### src/core/fcl_map.svh
// Purpose: Offsets, field positions, reset values and counts of the loader
// Assumes: Included by the loader modules by bare name
// Notes: Byte address of a register is four times its index
`ifndef FCL_MAP_SVH
`define FCL_MAP_SVH

// Register indices
`define FCL_IDX_WDT 4'h0
`define FCL_IDX_BOD 4'h1
`define FCL_IDX_OSC 4'h2
`define FCL_IDX_CMP 4'h4
`define FCL_IDX_SYSA 4'h5
`define FCL_IDX_SUT 4'h6
`define FCL_IDX_APP_SECTION_END_FUSE 4'h7
`define FCL_IDX_BOOT_SECTION_END_FUSE 4'h8
`define FCL_IDX_LOCK 4'hA
`define FCL_IDX_STATUS 4'hC

// Field positions
`define FCL_WDT_WIN 7:4
`define FCL_WDT_PER 3:0
`define FCL_BOD_LVL 7:5
`define FCL_BOD_RATE 4
`define FCL_BOD_ACT 3:2
`define FCL_BOD_SLP 1:0
`define FCL_OSC_LOCK 7
`define FCL_OSC_FSEL 1:0
`define FCL_CMP_EN 7:4
`define FCL_CMP_LVL 3:0
`define FCL_SYS_CRC 7:6
`define FCL_SYS_PIN 3:2
`define FCL_SYS_EEPROM_KEEP_ON_ERASE 0
`define FCL_SUT_CODE 2:0

// Codes and reset values
`define FCL_FUSE_RST 8'h00
`define FCL_LOCK_KEY 8'hC5
`define FCL_FSEL_16M 2'h1
`define FCL_FSEL_20M 2'h2
`define FCL_CRC_NONE 2'h3
`define FCL_CAL_RST 16'h0000

// Timing
`define FCL_CLK_NS 20
`define FCL_MS_NS 1000000
`define FCL_GUARD_CYCLES 10'd768

`endif

### src/core/fcl_pkg.sv
// Purpose: Types shared by the fuse configuration loader
// Assumes: Constants live in fcl_map.svh
// Notes: State codes are one-hot
package fcl_pkg;
  typedef logic [7:0] fcl_byte_t;
  typedef fcl_byte_t [10:0] fcl_bank_t;
  typedef enum logic [2:0] {
    FCL_LOAD = 3'b001,
    FCL_WAIT = 3'b010,
    FCL_RUN = 3'b100
  } fcl_state_t;
  typedef enum logic [1:0] {
    FCL_PIN_GPIO = 2'h0,
    FCL_PIN_DEBUG = 2'h1,
    FCL_PIN_RESET = 2'h2,
    FCL_PIN_RSVD = 2'h3
  } fcl_pin_role_t;
endpackage : fcl_pkg

### src/core/fcl_guard_if.sv
// Purpose: Link between loader top and reset-pin guard timer
// Assumes: Single clock domain on both sides
// Notes: role_gpio is a level, active is a level
interface fcl_guard_if;
  logic role_gpio; // Pin configured as general I/O
  logic active; // Output driver still held off
  modport top (output role_gpio, input active);
  modport guard (input role_gpio, output active);
endinterface : fcl_guard_if

### src/core/fcl_guard.sv
// Purpose: Holds the reset pin driver off for 768 slow oscillator cycles
// Assumes: slow_osc is asynchronous to pclk and much slower
// Notes: Counting starts at reset release
`include "fcl_map.svh"
module fcl_guard
  import fcl_pkg::*;
(
  input wire logic pclk,
  input wire logic presetn,
  input wire logic slow_osc,
  fcl_guard_if.guard gif
);
  logic s1_q; // First sync stage, read only by s2
  logic s2_q; // Second sync stage
  logic s3_q; // Third sync stage
  logic stable_q; // Agreed slow clock level
  logic [9:0] cnt_q; // Slow cycles seen
  logic active_q; // Guard state
  logic agree; // Stages two and three match
  logic rise; // Agreed level rises
  logic done; // Guard period over

  assign agree = (s2_q == s3_q);
  assign rise = agree && s3_q && !stable_q;
  assign done = (cnt_q == `FCL_GUARD_CYCLES);
  assign gif.active = active_q;

  // Three-stage synchroniser and filter
  always_ff @(posedge pclk or negedge presetn) begin
    if (!presetn) begin
      s1_q <= 1'b0;
      s2_q <= 1'b0;
      s3_q <= 1'b0;
      stable_q <= 1'b0;
    end else begin
      s1_q <= slow_osc;
      s2_q <= s1_q;
      s3_q <= s2_q;
      if (agree) begin
        stable_q <= s3_q;
      end
    end
  end

  // Count slow cycles, hold driver off until done
  always_ff @(posedge pclk or negedge presetn) begin
    if (!presetn) begin
      cnt_q <= 10'h000;
      active_q <= 1'b1;
    end else begin
      if (rise && !done) begin
        cnt_q <= cnt_q + 10'h001;
      end
      // Held from reset on, so the first loaded cycle cannot open the driver
      active_q <= !(done && gif.role_gpio);
    end
  end
endmodule : fcl_guard

### src/core/fcl_top.sv
// Purpose: Copies fuse bytes into peripheral controls at reset, APB view
// Assumes: Fuse bank and factory calibration are stable around reset
// Notes: One APB wait state on every access
//
// Operation
// Watchdog window from fuse bits 7:4
// Watchdog period from fuse bits 3:0
// Brown-out level from fuse bits 7:5
// Brown-out sample rate from bit 4
// Active brown-out mode from bits 3:2
// Sleep brown-out mode from bits 1:0
// Oscillator bit 7 locks calibration registers
// Frequency select loads matching factory calibration
// Timer fuse byte copied to fault control
// Bits 7:4 enable compare pin outputs
// Bits 3:0 give compare default levels
// CRC source selects scanned flash range
// Reset pin role: I/O, debug, reset
// I/O role: driver off 768 slow cycles
// Software enables pin interrupts after guard
// EEPROM save bit keeps EEPROM on erase
// Locked device always erases EEPROM
// Start-up field sets delay before execution
// Only key C5 unlocks memory access
// Fuses sampled once, fixed until reset; the lock key copy stays writable by software
//
// Local design decision: the APB slave port.
`include "fcl_map.svh"
module fcl_top
  import fcl_pkg::*;
#(
  parameter int MS_CYCLES = `FCL_MS_NS / `FCL_CLK_NS
)
(
  input wire logic pclk,
  input wire logic presetn,
  input wire logic [11:0] paddr,
  input wire logic psel,
  input wire logic penable,
  input wire logic pwrite,
  input wire logic [31:0] pwdata,
  output logic [31:0] prdata,
  output logic pready,
  output logic pslverr,
  input wire fcl_bank_t fuse_bank,
  input wire logic [15:0] factory_cal_16m,
  input wire logic [15:0] factory_cal_20m,
  input wire logic slow_osc,
  input wire logic gpio_out,
  input wire logic gpio_oe,
  output logic reset_pin_out,
  output logic reset_pin_oe,
  output logic [3:0] wdt_window,
  output logic [3:0] wdt_period,
  output logic [2:0] brownout_threshold,
  output logic brownout_sample_rate,
  output logic [1:0] brownout_active_mode,
  output logic [1:0] brownout_sleep_mode,
  output logic calibration_lock,
  output logic [1:0] oscillator_frequency_select,
  output logic [7:0] coarse_calibration,
  output logic [7:0] temperature_calibration,
  output logic [7:0] fault_control_reg,
  output logic [3:0] compare_pin_enable,
  output logic [3:0] compare_default_level,
  output logic [1:0] crc_source_select,
  output logic crc_scan_enable,
  output logic [1:0] reset_pin_role,
  output logic [7:0] boot_section_end,
  output logic [7:0] app_section_end,
  output logic memory_unlocked,
  output logic eeprom_keep_on_erase,
  output logic core_release
);

  // Start-up delay in milliseconds for a code
  function automatic logic [6:0] sut_ms(input logic [2:0] code);
    logic [6:0] ms;
    ms = 7'h00;
    if (code != 3'h0) begin
      ms = 7'h01 << (code - 3'h1);
    end
    return ms;
  endfunction : sut_ms

  // Calibration pair for a frequency code
  function automatic logic [15:0] cal_pick(
    input logic [1:0] fsel,
    input logic [15:0] cal16,
    input logic [15:0] cal20
  );
    logic [15:0] cal;
    cal = cal20;
    if (fsel == `FCL_FSEL_16M) begin
      cal = cal16;
    end
    return cal;
  endfunction : cal_pick

  // Fuse shadows, loaded once after reset; lock_q also software-written, lock decodes updated every cycle
  fcl_byte_t wdt_q; // Watchdog fuse
  fcl_byte_t bod_q; // Brown-out fuse
  fcl_byte_t osc_q; // Oscillator fuse
  fcl_byte_t cmp_q; // Compare output fuse
  fcl_byte_t sysa_q; // System fuse A
  fcl_byte_t sut_q; // Start-up fuse
  fcl_byte_t app_section_end_fuse_q; // Application end fuse
  fcl_byte_t boot_section_end_fuse_q; // Boot end fuse
  fcl_byte_t lock_q; // Lock key fuse
  logic [15:0] cal_q; // Chosen calibration pair
  logic unlocked_q; // Lock key matches
  logic eekeep_q; // EEPROM kept on erase

  // Sequencer
  fcl_state_t state_q; // Load sequencer state
  fcl_state_t state_d; // Next state
  logic [31:0] tick_q; // Cycles within a millisecond
  logic [6:0] ms_q; // Milliseconds waited
  logic release_q; // Core running
  logic ms_tick; // Millisecond boundary
  logic wait_done; // Start-up delay elapsed

  // Reset pin
  logic pin_out_q; // Pin level
  logic pin_oe_q; // Pin driver enable
  logic role_gpio; // Pin configured as I/O

  // APB
  logic [31:0] prdata_q; // Read data
  logic pready_q; // Access answer
  logic pslverr_q; // Access error
  logic [3:0] idx; // Register index
  logic in_range; // Address inside block
  logic idx_hit; // Index names a register
  logic is_lock; // Lock key selected
  logic access; // Access phase, not yet answered
  logic wr_lock; // Lock key write taken
  logic bad; // Access to be refused
  logic [7:0] rd_byte; // Selected register value

  fcl_guard_if gif ();

  // Guard timer for the reset pin driver
  fcl_guard u_guard (
    .pclk(pclk),
    .presetn(presetn),
    .slow_osc(slow_osc),
    .gif(gif)
  );

  // Fuse fields onto peripheral controls
  assign wdt_window = wdt_q[`FCL_WDT_WIN];
  assign wdt_period = wdt_q[`FCL_WDT_PER];
  assign brownout_threshold = bod_q[`FCL_BOD_LVL];
  assign brownout_sample_rate = bod_q[`FCL_BOD_RATE];
  assign brownout_active_mode = bod_q[`FCL_BOD_ACT];
  assign brownout_sleep_mode = bod_q[`FCL_BOD_SLP];
  assign calibration_lock = osc_q[`FCL_OSC_LOCK];
  assign oscillator_frequency_select = osc_q[`FCL_OSC_FSEL];
  assign coarse_calibration = cal_q[7:0];
  assign temperature_calibration = cal_q[15:8];
  assign fault_control_reg = cmp_q;
  assign compare_pin_enable = cmp_q[`FCL_CMP_EN];
  assign compare_default_level = cmp_q[`FCL_CMP_LVL];
  assign crc_source_select = sysa_q[`FCL_SYS_CRC];
  assign reset_pin_role = sysa_q[`FCL_SYS_PIN];
  assign boot_section_end = boot_section_end_fuse_q;
  assign app_section_end = app_section_end_fuse_q;
  assign memory_unlocked = unlocked_q;
  assign eeprom_keep_on_erase = eekeep_q;
  assign core_release = release_q;
  assign reset_pin_out = pin_out_q;
  assign reset_pin_oe = pin_oe_q;
  assign prdata = prdata_q;
  assign pready = pready_q;
  assign pslverr = pslverr_q;

  // CRC scan runs unless no-check code
  always_ff @(posedge pclk or negedge presetn) begin
    if (!presetn) begin
      crc_scan_enable <= 1'b0;
    end else begin
      crc_scan_enable <= (state_q != FCL_LOAD) &&
                         (sysa_q[`FCL_SYS_CRC] != `FCL_CRC_NONE);
    end
  end

  // Pin role decode and guard hand-off
  assign role_gpio = (sysa_q[`FCL_SYS_PIN] == FCL_PIN_GPIO) && (state_q != FCL_LOAD);
  assign gif.role_gpio = role_gpio;

  // Start-up delay timing
  assign ms_tick = (tick_q == 32'(MS_CYCLES - 1));
  assign wait_done = (ms_q >= sut_ms(sut_q[`FCL_SUT_CODE]));

  // Sequencer next state
  always_comb begin
    state_d = state_q;
    unique case (state_q)
      FCL_LOAD: begin
        state_d = FCL_WAIT;
      end
      FCL_WAIT: begin
        if (wait_done) begin
          state_d = FCL_RUN;
        end
      end
      FCL_RUN: begin
        state_d = FCL_RUN;
      end
      default: begin
        state_d = FCL_LOAD;
      end
    endcase
  end

  // Sequencer state and core release
  always_ff @(posedge pclk or negedge presetn) begin
    if (!presetn) begin
      state_q <= FCL_LOAD;
      release_q <= 1'b0;
    end else begin
      state_q <= state_d;
      release_q <= (state_d == FCL_RUN);
    end
  end

  // Millisecond counter during start-up wait
  always_ff @(posedge pclk or negedge presetn) begin
    if (!presetn) begin
      tick_q <= 32'h00000000;
      ms_q <= 7'h00;
    end else if (state_q == FCL_WAIT) begin
      if (ms_tick) begin
        tick_q <= 32'h00000000;
        ms_q <= ms_q + 7'h01;
      end else begin
        tick_q <= tick_q + 32'h00000001;
      end
    end
  end

  // Capture fuses once, right after reset release
  always_ff @(posedge pclk or negedge presetn) begin
    if (!presetn) begin
      wdt_q <= `FCL_FUSE_RST;
      bod_q <= `FCL_FUSE_RST;
      osc_q <= `FCL_FUSE_RST;
      cmp_q <= `FCL_FUSE_RST;
      sysa_q <= `FCL_FUSE_RST;
      sut_q <= `FCL_FUSE_RST;
      app_section_end_fuse_q <= `FCL_FUSE_RST;
      boot_section_end_fuse_q <= `FCL_FUSE_RST;
      cal_q <= `FCL_CAL_RST;
    end else if (state_q == FCL_LOAD) begin
      wdt_q <= fuse_bank[`FCL_IDX_WDT];
      bod_q <= fuse_bank[`FCL_IDX_BOD];
      osc_q <= fuse_bank[`FCL_IDX_OSC];
      cmp_q <= fuse_bank[`FCL_IDX_CMP];
      sysa_q <= fuse_bank[`FCL_IDX_SYSA];
      sut_q <= fuse_bank[`FCL_IDX_SUT];
      app_section_end_fuse_q <= fuse_bank[`FCL_IDX_APP_SECTION_END_FUSE];
      boot_section_end_fuse_q <= fuse_bank[`FCL_IDX_BOOT_SECTION_END_FUSE];
      cal_q <= cal_pick(fuse_bank[`FCL_IDX_OSC][`FCL_OSC_FSEL],
                        factory_cal_16m, factory_cal_20m);
    end
  end

  // Lock key: loaded at reset, software may rewrite it
  always_ff @(posedge pclk or negedge presetn) begin
    if (!presetn) begin
      lock_q <= `FCL_FUSE_RST;
    end else if (state_q == FCL_LOAD) begin
      lock_q <= fuse_bank[`FCL_IDX_LOCK];
    end else if (wr_lock) begin
      lock_q <= pwdata[7:0];
    end
  end

  // Lock decode and chip-erase EEPROM policy
  always_ff @(posedge pclk or negedge presetn) begin
    if (!presetn) begin
      unlocked_q <= 1'b0;
      eekeep_q <= 1'b0;
    end else begin
      unlocked_q <= (lock_q == `FCL_LOCK_KEY);
      eekeep_q <= (lock_q == `FCL_LOCK_KEY) &&
                  sysa_q[`FCL_SYS_EEPROM_KEEP_ON_ERASE];
    end
  end

  // Reset pin driver, held off while guard runs
  always_ff @(posedge pclk or negedge presetn) begin
    if (!presetn) begin
      pin_out_q <= 1'b0;
      pin_oe_q <= 1'b0;
    end else begin
      pin_out_q <= gpio_out;
      pin_oe_q <= gpio_oe && role_gpio && !gif.active;
    end
  end

  // APB decode
  assign idx = paddr[5:2];
  assign in_range = (paddr[11:6] == 6'h00) && (paddr[1:0] == 2'h0);
  assign idx_hit = (idx <= `FCL_IDX_BOOT_SECTION_END_FUSE && idx != 4'h3) ||
                   idx == `FCL_IDX_LOCK || idx == `FCL_IDX_STATUS;
  assign is_lock = (idx == `FCL_IDX_LOCK);
  assign access = psel && penable && !pready_q;
  assign bad = !in_range || !idx_hit || (pwrite && !is_lock);
  assign wr_lock = access && pwrite && !bad && (state_q != FCL_LOAD);

  // Read data selection
  always_comb begin
    rd_byte = 8'h00;
    unique case (idx)
      `FCL_IDX_WDT: rd_byte = wdt_q;
      `FCL_IDX_BOD: rd_byte = bod_q;
      `FCL_IDX_OSC: rd_byte = osc_q;
      `FCL_IDX_CMP: rd_byte = cmp_q;
      `FCL_IDX_SYSA: rd_byte = sysa_q;
      `FCL_IDX_SUT: rd_byte = sut_q;
      `FCL_IDX_APP_SECTION_END_FUSE: rd_byte = app_section_end_fuse_q;
      `FCL_IDX_BOOT_SECTION_END_FUSE: rd_byte = boot_section_end_fuse_q;
      `FCL_IDX_LOCK: rd_byte = lock_q;
      `FCL_IDX_STATUS: rd_byte = {4'h0, gif.active, unlocked_q,
                                  release_q, (state_q != FCL_LOAD)};
      default: rd_byte = 8'h00;
    endcase
  end

  // APB answer, one wait state
  always_ff @(posedge pclk or negedge presetn) begin
    if (!presetn) begin
      pready_q <= 1'b0;
      pslverr_q <= 1'b0;
      prdata_q <= 32'h00000000;
    end else if (access) begin
      pready_q <= 1'b1;
      pslverr_q <= bad;
      prdata_q <= (pwrite || bad) ? 32'h00000000 : {24'h000000, rd_byte};
    end else begin
      pready_q <= 1'b0;
      pslverr_q <= 1'b0;
    end
  end
endmodule : fcl_top

### config.mk
export PLATFORM = sky130hd
export DESIGN_NAME = fcl_top
export DESIGN_NICKNAME = d
export VERILOG_FILES = /design/src/core/fcl_pkg.sv /design/src/core/fcl_guard_if.sv /design/src/core/fcl_guard.sv /design/src/core/fcl_top.sv
export VERILOG_INCLUDE_DIRS = /design/src /design/src/core
export SDC_FILE = /design/constraint.sdc
export NUM_CORES = 1
export LEC_CHECK = 0
export ABC_CLOCK_PERIOD_IN_PS = 2200
export BUFFER_PORTS_ARGS = -buffer_cell sky130_fd_sc_hd__buf_2
export CAP_MARGIN = 15
export CORE_UTILIZATION = 46
export DETAILED_ROUTE_END_ITERATION = 7
export PLACE_DENSITY = 0.78
export SLEW_MARGIN = 40
export SYNTH_ARGS = -nofsm -noshare
export SYNTH_HDL_FRONTEND = slang
export SYNTH_SLANG_ARGS = --single-unit
### constraint.sdc
create_clock -name pclk -period 2.2 [get_ports pclk]
set_clock_uncertainty 0.15 [all_clocks]
set_input_delay 0.33 -clock pclk [delete_from_list [all_inputs] [get_ports pclk]]
set_output_delay 0.33 -clock pclk [all_outputs]
set_load 0.05 [all_outputs]
==> results.md, run 1 <==
- CTS tree: yes
- Synth cell count leaders: dfrtp_1 (159), mux2_2 (72), nor2_1 (47), buf_4 (39), nand2_1 (39)
- Worst Hold Class: in2reg
- WP buf/inv: 1
- Netlist cell types: 61
- Synthesized area: 7990 um^2
- Area Overhead vs Synth: 33.3%
- Max Cap Violations: 0
- VDD IR max: 1200 uV
- Synth Register Bits: 161
- Most flops, register: tick_q
- Setup crit end kind: register
- Top cell type by total area after synthesis: dfrtp_1
- Routability cong.: 0.867
- Largest regs: tick_q x32, cal_q x16, u_guard.cnt_q x10
- Initial antenna violation count: 0
- Clock-pin slew on the worst setup and hold paths: 70 ps
- Ys Warns: 0
- Fill count: 1302
- Maximum fanout along the worst path: 4
- Critical Path RT: 2350 ps
- Layout cells sized above 1: 0.373
- Wire per inst: 17.6 um
- Die X: 134 um
- Initial Util: 0.477
- Yosys top cell area share: 0.498
- Vias in the first global route: 6900
- Final HPWL from detailed placement: 15000 um
- DRC violations left: 0
- Register area share after synthesis: 0.504
- P_leak: 5.03 nW
- CP most frequent cell: nor4_1
- Routed vias: 6639
- Global router's overall resource usage: 0.254
- Status: complete, no violations
- Area of the multi-input gates: 3580 um^2
- Cell with the most instances after synthesis: dfrtp_1
- Clock root cell: clkbuf_16
- Placement row count: 47
- FFs w/ async S/R, synth: 1.00
- First-pass GRT wire length: 35300 um
- Die Y-Extent: 134 um
- PD cells: 1370 nW/um^2
- Total number of H-tree levels: 4
- Layout net count: 1192
- # diodes: 0
- Crit share post-route: 0.937
- CP max stage delay: 410 ps
- Critical-path cell list: nor4_1, nand4_1, nor4_1, buf_4, nand3_1, xnor2_1
- Crit Path Class: reg2reg
- Antenna-violating nets left: 0
- Register Area: 4030 um^2
- CTS Buffer Depth: 2
- Worst setup SP type: register
- CTS Sinks: 161
- Final Power: 14.6 mW
- Total gr overflow: 0
- Delay-heaviest family, CP: simple AND/OR/NAND/NOR gates
- Slowest-stage cell, CP: dfrtp_1
- Min Tclk post-route: 2060 ps
- Syn Inst Count: 709
- Min Hold Slack: 18.7 ps
- Total wire length: 21800 um
- Fmax: 485 MHz
- Number of buffers created by CTS: 17
- Post-CTS setup buffers: 0
- RSZ-0062 raised after global routing: no
- Final hold violations: 0
- Main area contributors after synthesis: dfrtp_1 (50%), mux2_2 (10%), mux2i_1 (4.8%)
- Placed cell area: 9440 um^2
- I/O Buffers: 218
- Final Slew Violations: 0
- Largest net degree at the start of global routing: 51
- Number of flops mapped to enable cells by yosys: 0
- Max reg flops: 32
- Vias per cell: 5.35
- Io pins: 283
- Pre-antenna DRT Iters: 7
- Area of the die: 17900 um^2
- WP data arrival: 2220 ps
- Core area: 16800 um^2
- Post-route design area: 10600 um^2
- Avg Synthesized Cell Area: 11.3 um^2
- Ys flop type: dfrtp_1
- # setup viols final: 0
- Post-layout util: 0.635
- Iter 0 DRT Violations: 406
- Clk Latency, worst-skew pair: 430 ps
## where the power goes
part / leakage [nW] / internal (mW) / switching (mW)
Sequential: 1.99 / 3.97 / 0.880
Combinational: 2.78 / 2.47 / 4.55
Clock: 0.259 / 1.52 / 1.23
## placed cells by master (no fill, tap or decap), drive strengths merged, types with 8 or more instances in the layout
cell type / netlist / routed
a21oi: 34 / 34
and3: 8 / 8
buf: 56 / 264
clkbuf: 18 / 22
conb: 1 / 24
dfrtp: 159 / 159
dlygate4sd3: 0 / 67
ha: 12 / 12
inv: 9 / 12
mux2: 72 / 72
mux2i: 38 / 38
nand2: 39 / 39
nand3: 23 / 23
nand3b: 9 / 9
nand4: 15 / 15
nor2: 47 / 47
nor3: 10 / 10
nor4: 19 / 19
o21ai: 14 / 14
xnor2: 33 / 33
xor2: 13 / 13
## worst paths after layout
kind / start / end / slack [ps] / depth (start not counted)
hold reg to reg: u_guard.s1_q$_DFF_PN0_ / u_guard.s2_q$_DFF_PN0_ / 200 / 0
setup reg to reg: tick_q[12]$_DFFE_PN0P_ / ms_q[6]$_DFFE_PN0P_ / 140 / 6
min in group asynchronous: presetn / fault_control_reg[4]$_DFFE_PN0P_ / 270 / 2
max in group asynchronous: presetn / osc_q[7]$_DFFE_PN0P_ / 990 / 3
hold / removal: fuse_bank[17] / osc_q[1]$_DFFE_PN0P_ / 20 / 2
setup / recovery: tick_q[12]$_DFFE_PN0P_ / ms_q[6]$_DFFE_PN0P_ / 140 / 6
## through the flow
step | cells | setup TNS (ps) | setup slack, ps
6_report | 1241 | 0 | 138
5_1_grt | 1241 | 0 | 28.0
4_1_cts | 1241 | 0 | 115
3_5_place_dp | 1142 | -59.2 | -21.7
3_3_place_gp | 1142 | -32.0 | -32.0
2_1_floorplan | 732 | 0 | 105
## kinds of logic after synthesis
| logic type | count (synthesis) | synth area share |
|---|---|---|
| simple gates | 213 | 0.150 |
| flops | 161 | 0.504 |
| mux | 111 | 0.152 |
| buf+inv | 83 | 0.0597 |
| compound gates | 82 | 0.0647 |
| xor+xnor | 46 | 0.0504 |
| fa+ha+maj | 12 | 0.0188 |
| other cells | 1 | 0.000469 |
## what timing repair did
item | CTS | global route
resized for setup | 0 | 1
endpoints found under the setup margin | 0 | 2
endpoints found under the hold margin | 110 | 0
hold buffers | 67 | 0
## metal layers
layer | routed length [um] | GRT usage
met1 | 8690 | 0.309
met2 | 11000 | 0.427
met4 | 711 | 0.112
met3 | 1410 | 0.0639
met5 | 0 | 0
## layout make-up
cell class              instances  share of cell area
repair buffers                331               0.205
well taps                     220              0.0258
clock inverters                10             0.00740
multi-input cells             488               0.336
flip-flops and latches        161               0.379
clock buffers                  22              0.0436
inverters                       9             0.00317
No activity file was read; power rests on OpenSTA's default activity.
==> inputs of run 2 (changes only) <==
Settings changed: GPL_TIMING_DRIVEN from default to 0, SYNTH_HIERARCHICAL from default to 1.
==> run 2 against run 1 <==
Cell count up 2.7%. Non-clock buffer count rose by 29. Combinational power increased by 3.4%. Synthesized area rose by 0.45%. Critical path depth grew 1.
==> results.md, run 2 <==
- Clock network power share: 0.207 (was 0.188)
- Yosys top cell area share: 0.496 (was 0.498)
- CTS Sinks: 161 (unchanged)
- Synth Register Bits: 161 (unchanged)
- Final HPWL from detailed placement: 16200 um (was 15000 um)
- Die X: 134 um (about the same)
- Number of flops mapped to enable cells by yosys: 0 (unchanged)
- Ys Warns: 6 (was 0)
- Post-layout util: 0.654 (was 0.635)
- Commonest non-fill, non-tap cell in the layout: buf_2 (unchanged)
- Antenna-violating nets left: 0 (unchanged)
- Total gr overflow: 0 (unchanged)
- Routability cong.: 0.933 (was 0.867)
- Max Cap Violations: 0 (unchanged)
- Register area share after synthesis: 0.502 (was 0.504)
- Fmax: 462 MHz (was 485 MHz)
- Vias per cell: 5.35 (about the same)
- Worst Hold Class: in2reg (unchanged)
- Avg Synthesized Cell Area: 11.3 um^2 (about the same)
- Core area: 16800 um^2 (about the same)
- WP data arrival: 2330 ps (was 2220 ps)
- Crit share post-route: 0.983 (was 0.937)
- Final hold violations: 0 (unchanged)
- R2R depth: 7 (was 6)
- Clock-pin slew on the worst setup and hold paths: 70 ps (about the same)
- Cell with the most instances after synthesis: dfrtp_1 (unchanged)
- Main area contributors after synthesis: dfrtp_1 (50%), mux2_2 (10%), mux2i_1 (4.2%) (was dfrtp_1 (50%), mux2_2 (10%), mux2i_1 (4.8%))
- Wire per inst: 18.3 um (was 17.6 um)
- CTS Buffer Depth: 2 (unchanged)
- Ys flop type: dfrtp_1 (unchanged)
- Vias in the first global route: 6847 (was 6900)
- Sw power: 6.87 mW (was 6.66 mW)
- First-pass GRT wire length: 35800 um (was 35300 um)
- Global router's overall resource usage: 0.260 (was 0.254)
- VDD IR max: 919 uV (was 1200 uV)
- Placement row count: 47 (unchanged)
- Min Tclk post-route: 2160 ps (was 2060 ps)
- FFs w/ async S/R, synth: 1.00 (unchanged)
- Area of the die: 18000 um^2 (was 17900 um^2)
- Fraction of power consumed by sequential logic: 0.320 (was 0.331)
- Synthesized area: 8030 um^2 (was 7990 um^2)
- Synth cell count leaders: dfrtp_1 (159), mux2_2 (72), nand2_1 (64), buf_4 (39), nor2_1 (37) (was dfrtp_1 (159), mux2_2 (72), nor2_1 (47), buf_4 (39), nand2_1 (39))
- Die Y-Extent: 134 um (about the same)
- Most flops, register: tick_q (unchanged)
- Switching share of total power: 0.447 (was 0.456)
- Setup crit end kind: register (unchanged)
- Worst-Margin Slew: 540 ps
- Maximum fanout along the worst path: 9 (was 4)
- # setup viols final: 0 (unchanged)
- Total wire length: 23400 um (was 21800 um)
- Hold Path Cell Cnt: 2 (unchanged)
- Routed vias: 6822 (was 6639)
- Status: complete, no violations (unchanged)
- Largest net degree at the start of global routing: 64 (was 51)
- Initial antenna violation count: 0 (unchanged)
- Number of buffers created by CTS: 17 (unchanged)
- Pre-antenna DRT Iters: 5 (was 7)
- Clk Latency, worst-skew pair: 430 ps (about the same)
- Layout net count: 1226 (was 1192)
- Layout cells sized above 1: 0.410 (was 0.373)
- Fill count: 1245 (was 1302)
- Top cell type by total area after synthesis: dfrtp_1 (unchanged)
- Rel. slew slack: 0.637
- PD cells: 1400 nW/um^2 (was 1370 nW/um^2)
- CTS tree: yes (unchanged)
- Crit Path Class: reg2reg (unchanged)
- Netlist cell types: 69 (was 61)
- Most frequent cells in the layout: buf_2 (222), dfrtp_1 (154), mux2_2 (72) (was buf_2 (217), dfrtp_1 (159), mux2_2 (72))
- Worst setup SP type: register (unchanged)
- Max reg flops: 32 (unchanged)
- Io pins: 283 (unchanged)
- Critical Path RT: 2370 ps (was 2350 ps)
- Initial Util: 0.477 (about the same)
- # diodes: 0 (unchanged)
- P_leak: 5.32 nW (was 5.03 nW)
- Comb pwr share: 0.472 (was 0.481)
- Syn Inst Count: 711 (was 709)
- Internal power: 8.51 mW (was 7.96 mW)
- Total number of H-tree levels: 4 (unchanged)
- Min Hold Slack: 17.8 ps (was 18.7 ps)
- I/O Buffers: 215 (was 218)
- Final Slew Violations: 0 (unchanged)
- Area Overhead vs Synth: 37.0% (was 33.3%)
- DRC violations left: 0 (unchanged)
- Clock root cell: clkbuf_16 (unchanged)
- Largest regs: tick_q x32, cal_q x16, u_guard/cnt_q x10 (was tick_q x32, cal_q x16, u_guard.cnt_q x10)
- Iter 0 DRT Violations: 450 (was 406)
## run 2: cell types whose count changed in the layout (fill, tap and decap cells not counted), sizes merged, moves of 9 or more
cell / change
nor2: -9
o21ai: +16
nand2: +25
clkbuf: +14
buf: +17
a21oi: -14
## run 2: final timing paths
| path | to | startpoint | slack, ps |
|---|---|---|---|
| min in group asynchronous | boot_section_end[0]$_DFFE_PN0P_ | presetn | 240 |
| worst max-delay path | core_release$_DFF_PN0_ | sut_q[0]$_DFFE_PN0P_ | 40 |
| max in group asynchronous | u_guard/gif.active$_DFF_PN1_ | presetn | 660 |
| worst min-delay path | boot_section_end[7]$_DFFE_PN0P_ | fuse_bank[71] | 20 |
| worst min register to register | u_guard/s2_q$_DFF_PN0_ | u_guard/s1_q$_DFF_PN0_ | 210 |
| worst max register to register | core_release$_DFF_PN0_ | sut_q[0]$_DFFE_PN0P_ | 40 |
## run 2: layout make-up
| type | count | area (um^2) | share of cell area |
|---|---|---|---|
| flip-flops and latches | 161 | 4040 | 0.367 |
| multi-input cells | 490 | 3690 | 0.336 |
| repair buffers | 293 | 1870 | 0.170 |
| clock buffers | 20 | 457 | 0.0415 |
| plain buffers | 67 | 440 | 0.0400 |
| well taps | 220 | 275 | 0.0250 |
| clock inverters | 12 | 179 | 0.0163 |
| inverters | 12 | 45.0 | 0.00409 |
## run 2: worst max-delay path, stage by stage, from the launching register on
cell and delay (ps):
dfrtp_2 460, or3b_2 460, ha_1 190, a21oi_1 160, o21ai_0 110, a21oi_1 220
o21ai_2 100, a22o_1 210
## run 2: layer usage
metal	up-vias	GRT usage	share of wire
met5	-	0	0
met4	0	0.123	0.036
met3	61	0.0401	0.050
met2	281	0.460	0.52
met1	3348	0.308	0.39
li1	3132	-	-
## run 2: through the flow
step | setup slack, ps | std cells | area [um^2] | power, mW | TNS (ps)
finish | 36.9 | 1275 | 11000 | 15.4 | 0
global placement | -1750 | 1169 | 9470 | 11.7 | -301840
floorplan | 63.2 | 734 | 8110 | 9.95 | 0
CTS | -114 | 1266 | 10800 | 15.2 | -571
detailed placement | -401 | 1171 | 9530 | 11.9 | -21380
global route | -72.2 | 1275 | 11000 | 16.0 | -631
## run 2: repair_timing
item                                    in CTS  in global routing
endpoints found under the setup margin      87                 50
setup buffers                                2                 11
pin swaps                                    2                  9
endpoints found under the hold margin      110                  0
hold buffers                                63                  0
cloned                                       0                  0
gates resized for setup                     14                 25
## run 2: logic make-up after synthesis
kind of cell    after synthesis  synth area share
mux                         110             0.154
compound gates               84            0.0662
fa+ha+maj                    12            0.0187
xor+xnor                     43            0.0469
other cells                   1          0.000467
buf+inv                      83            0.0594
simple gates                217             0.152
flops                       161             0.502
## run 2: power groups by stage
stage | clock network [mW] | logic (mW) | registers [mW]
after CTS | 3.22 | 7.12 | 4.90
final | 3.19 | 7.27 | 4.93
after floorplan | 0 | 3.39 | 6.56
after detailed placement | 0 | 6.98 | 4.90
after global routing | 3.36 | 7.64 | 5.04
after global placement | 0 | 6.83 | 4.85
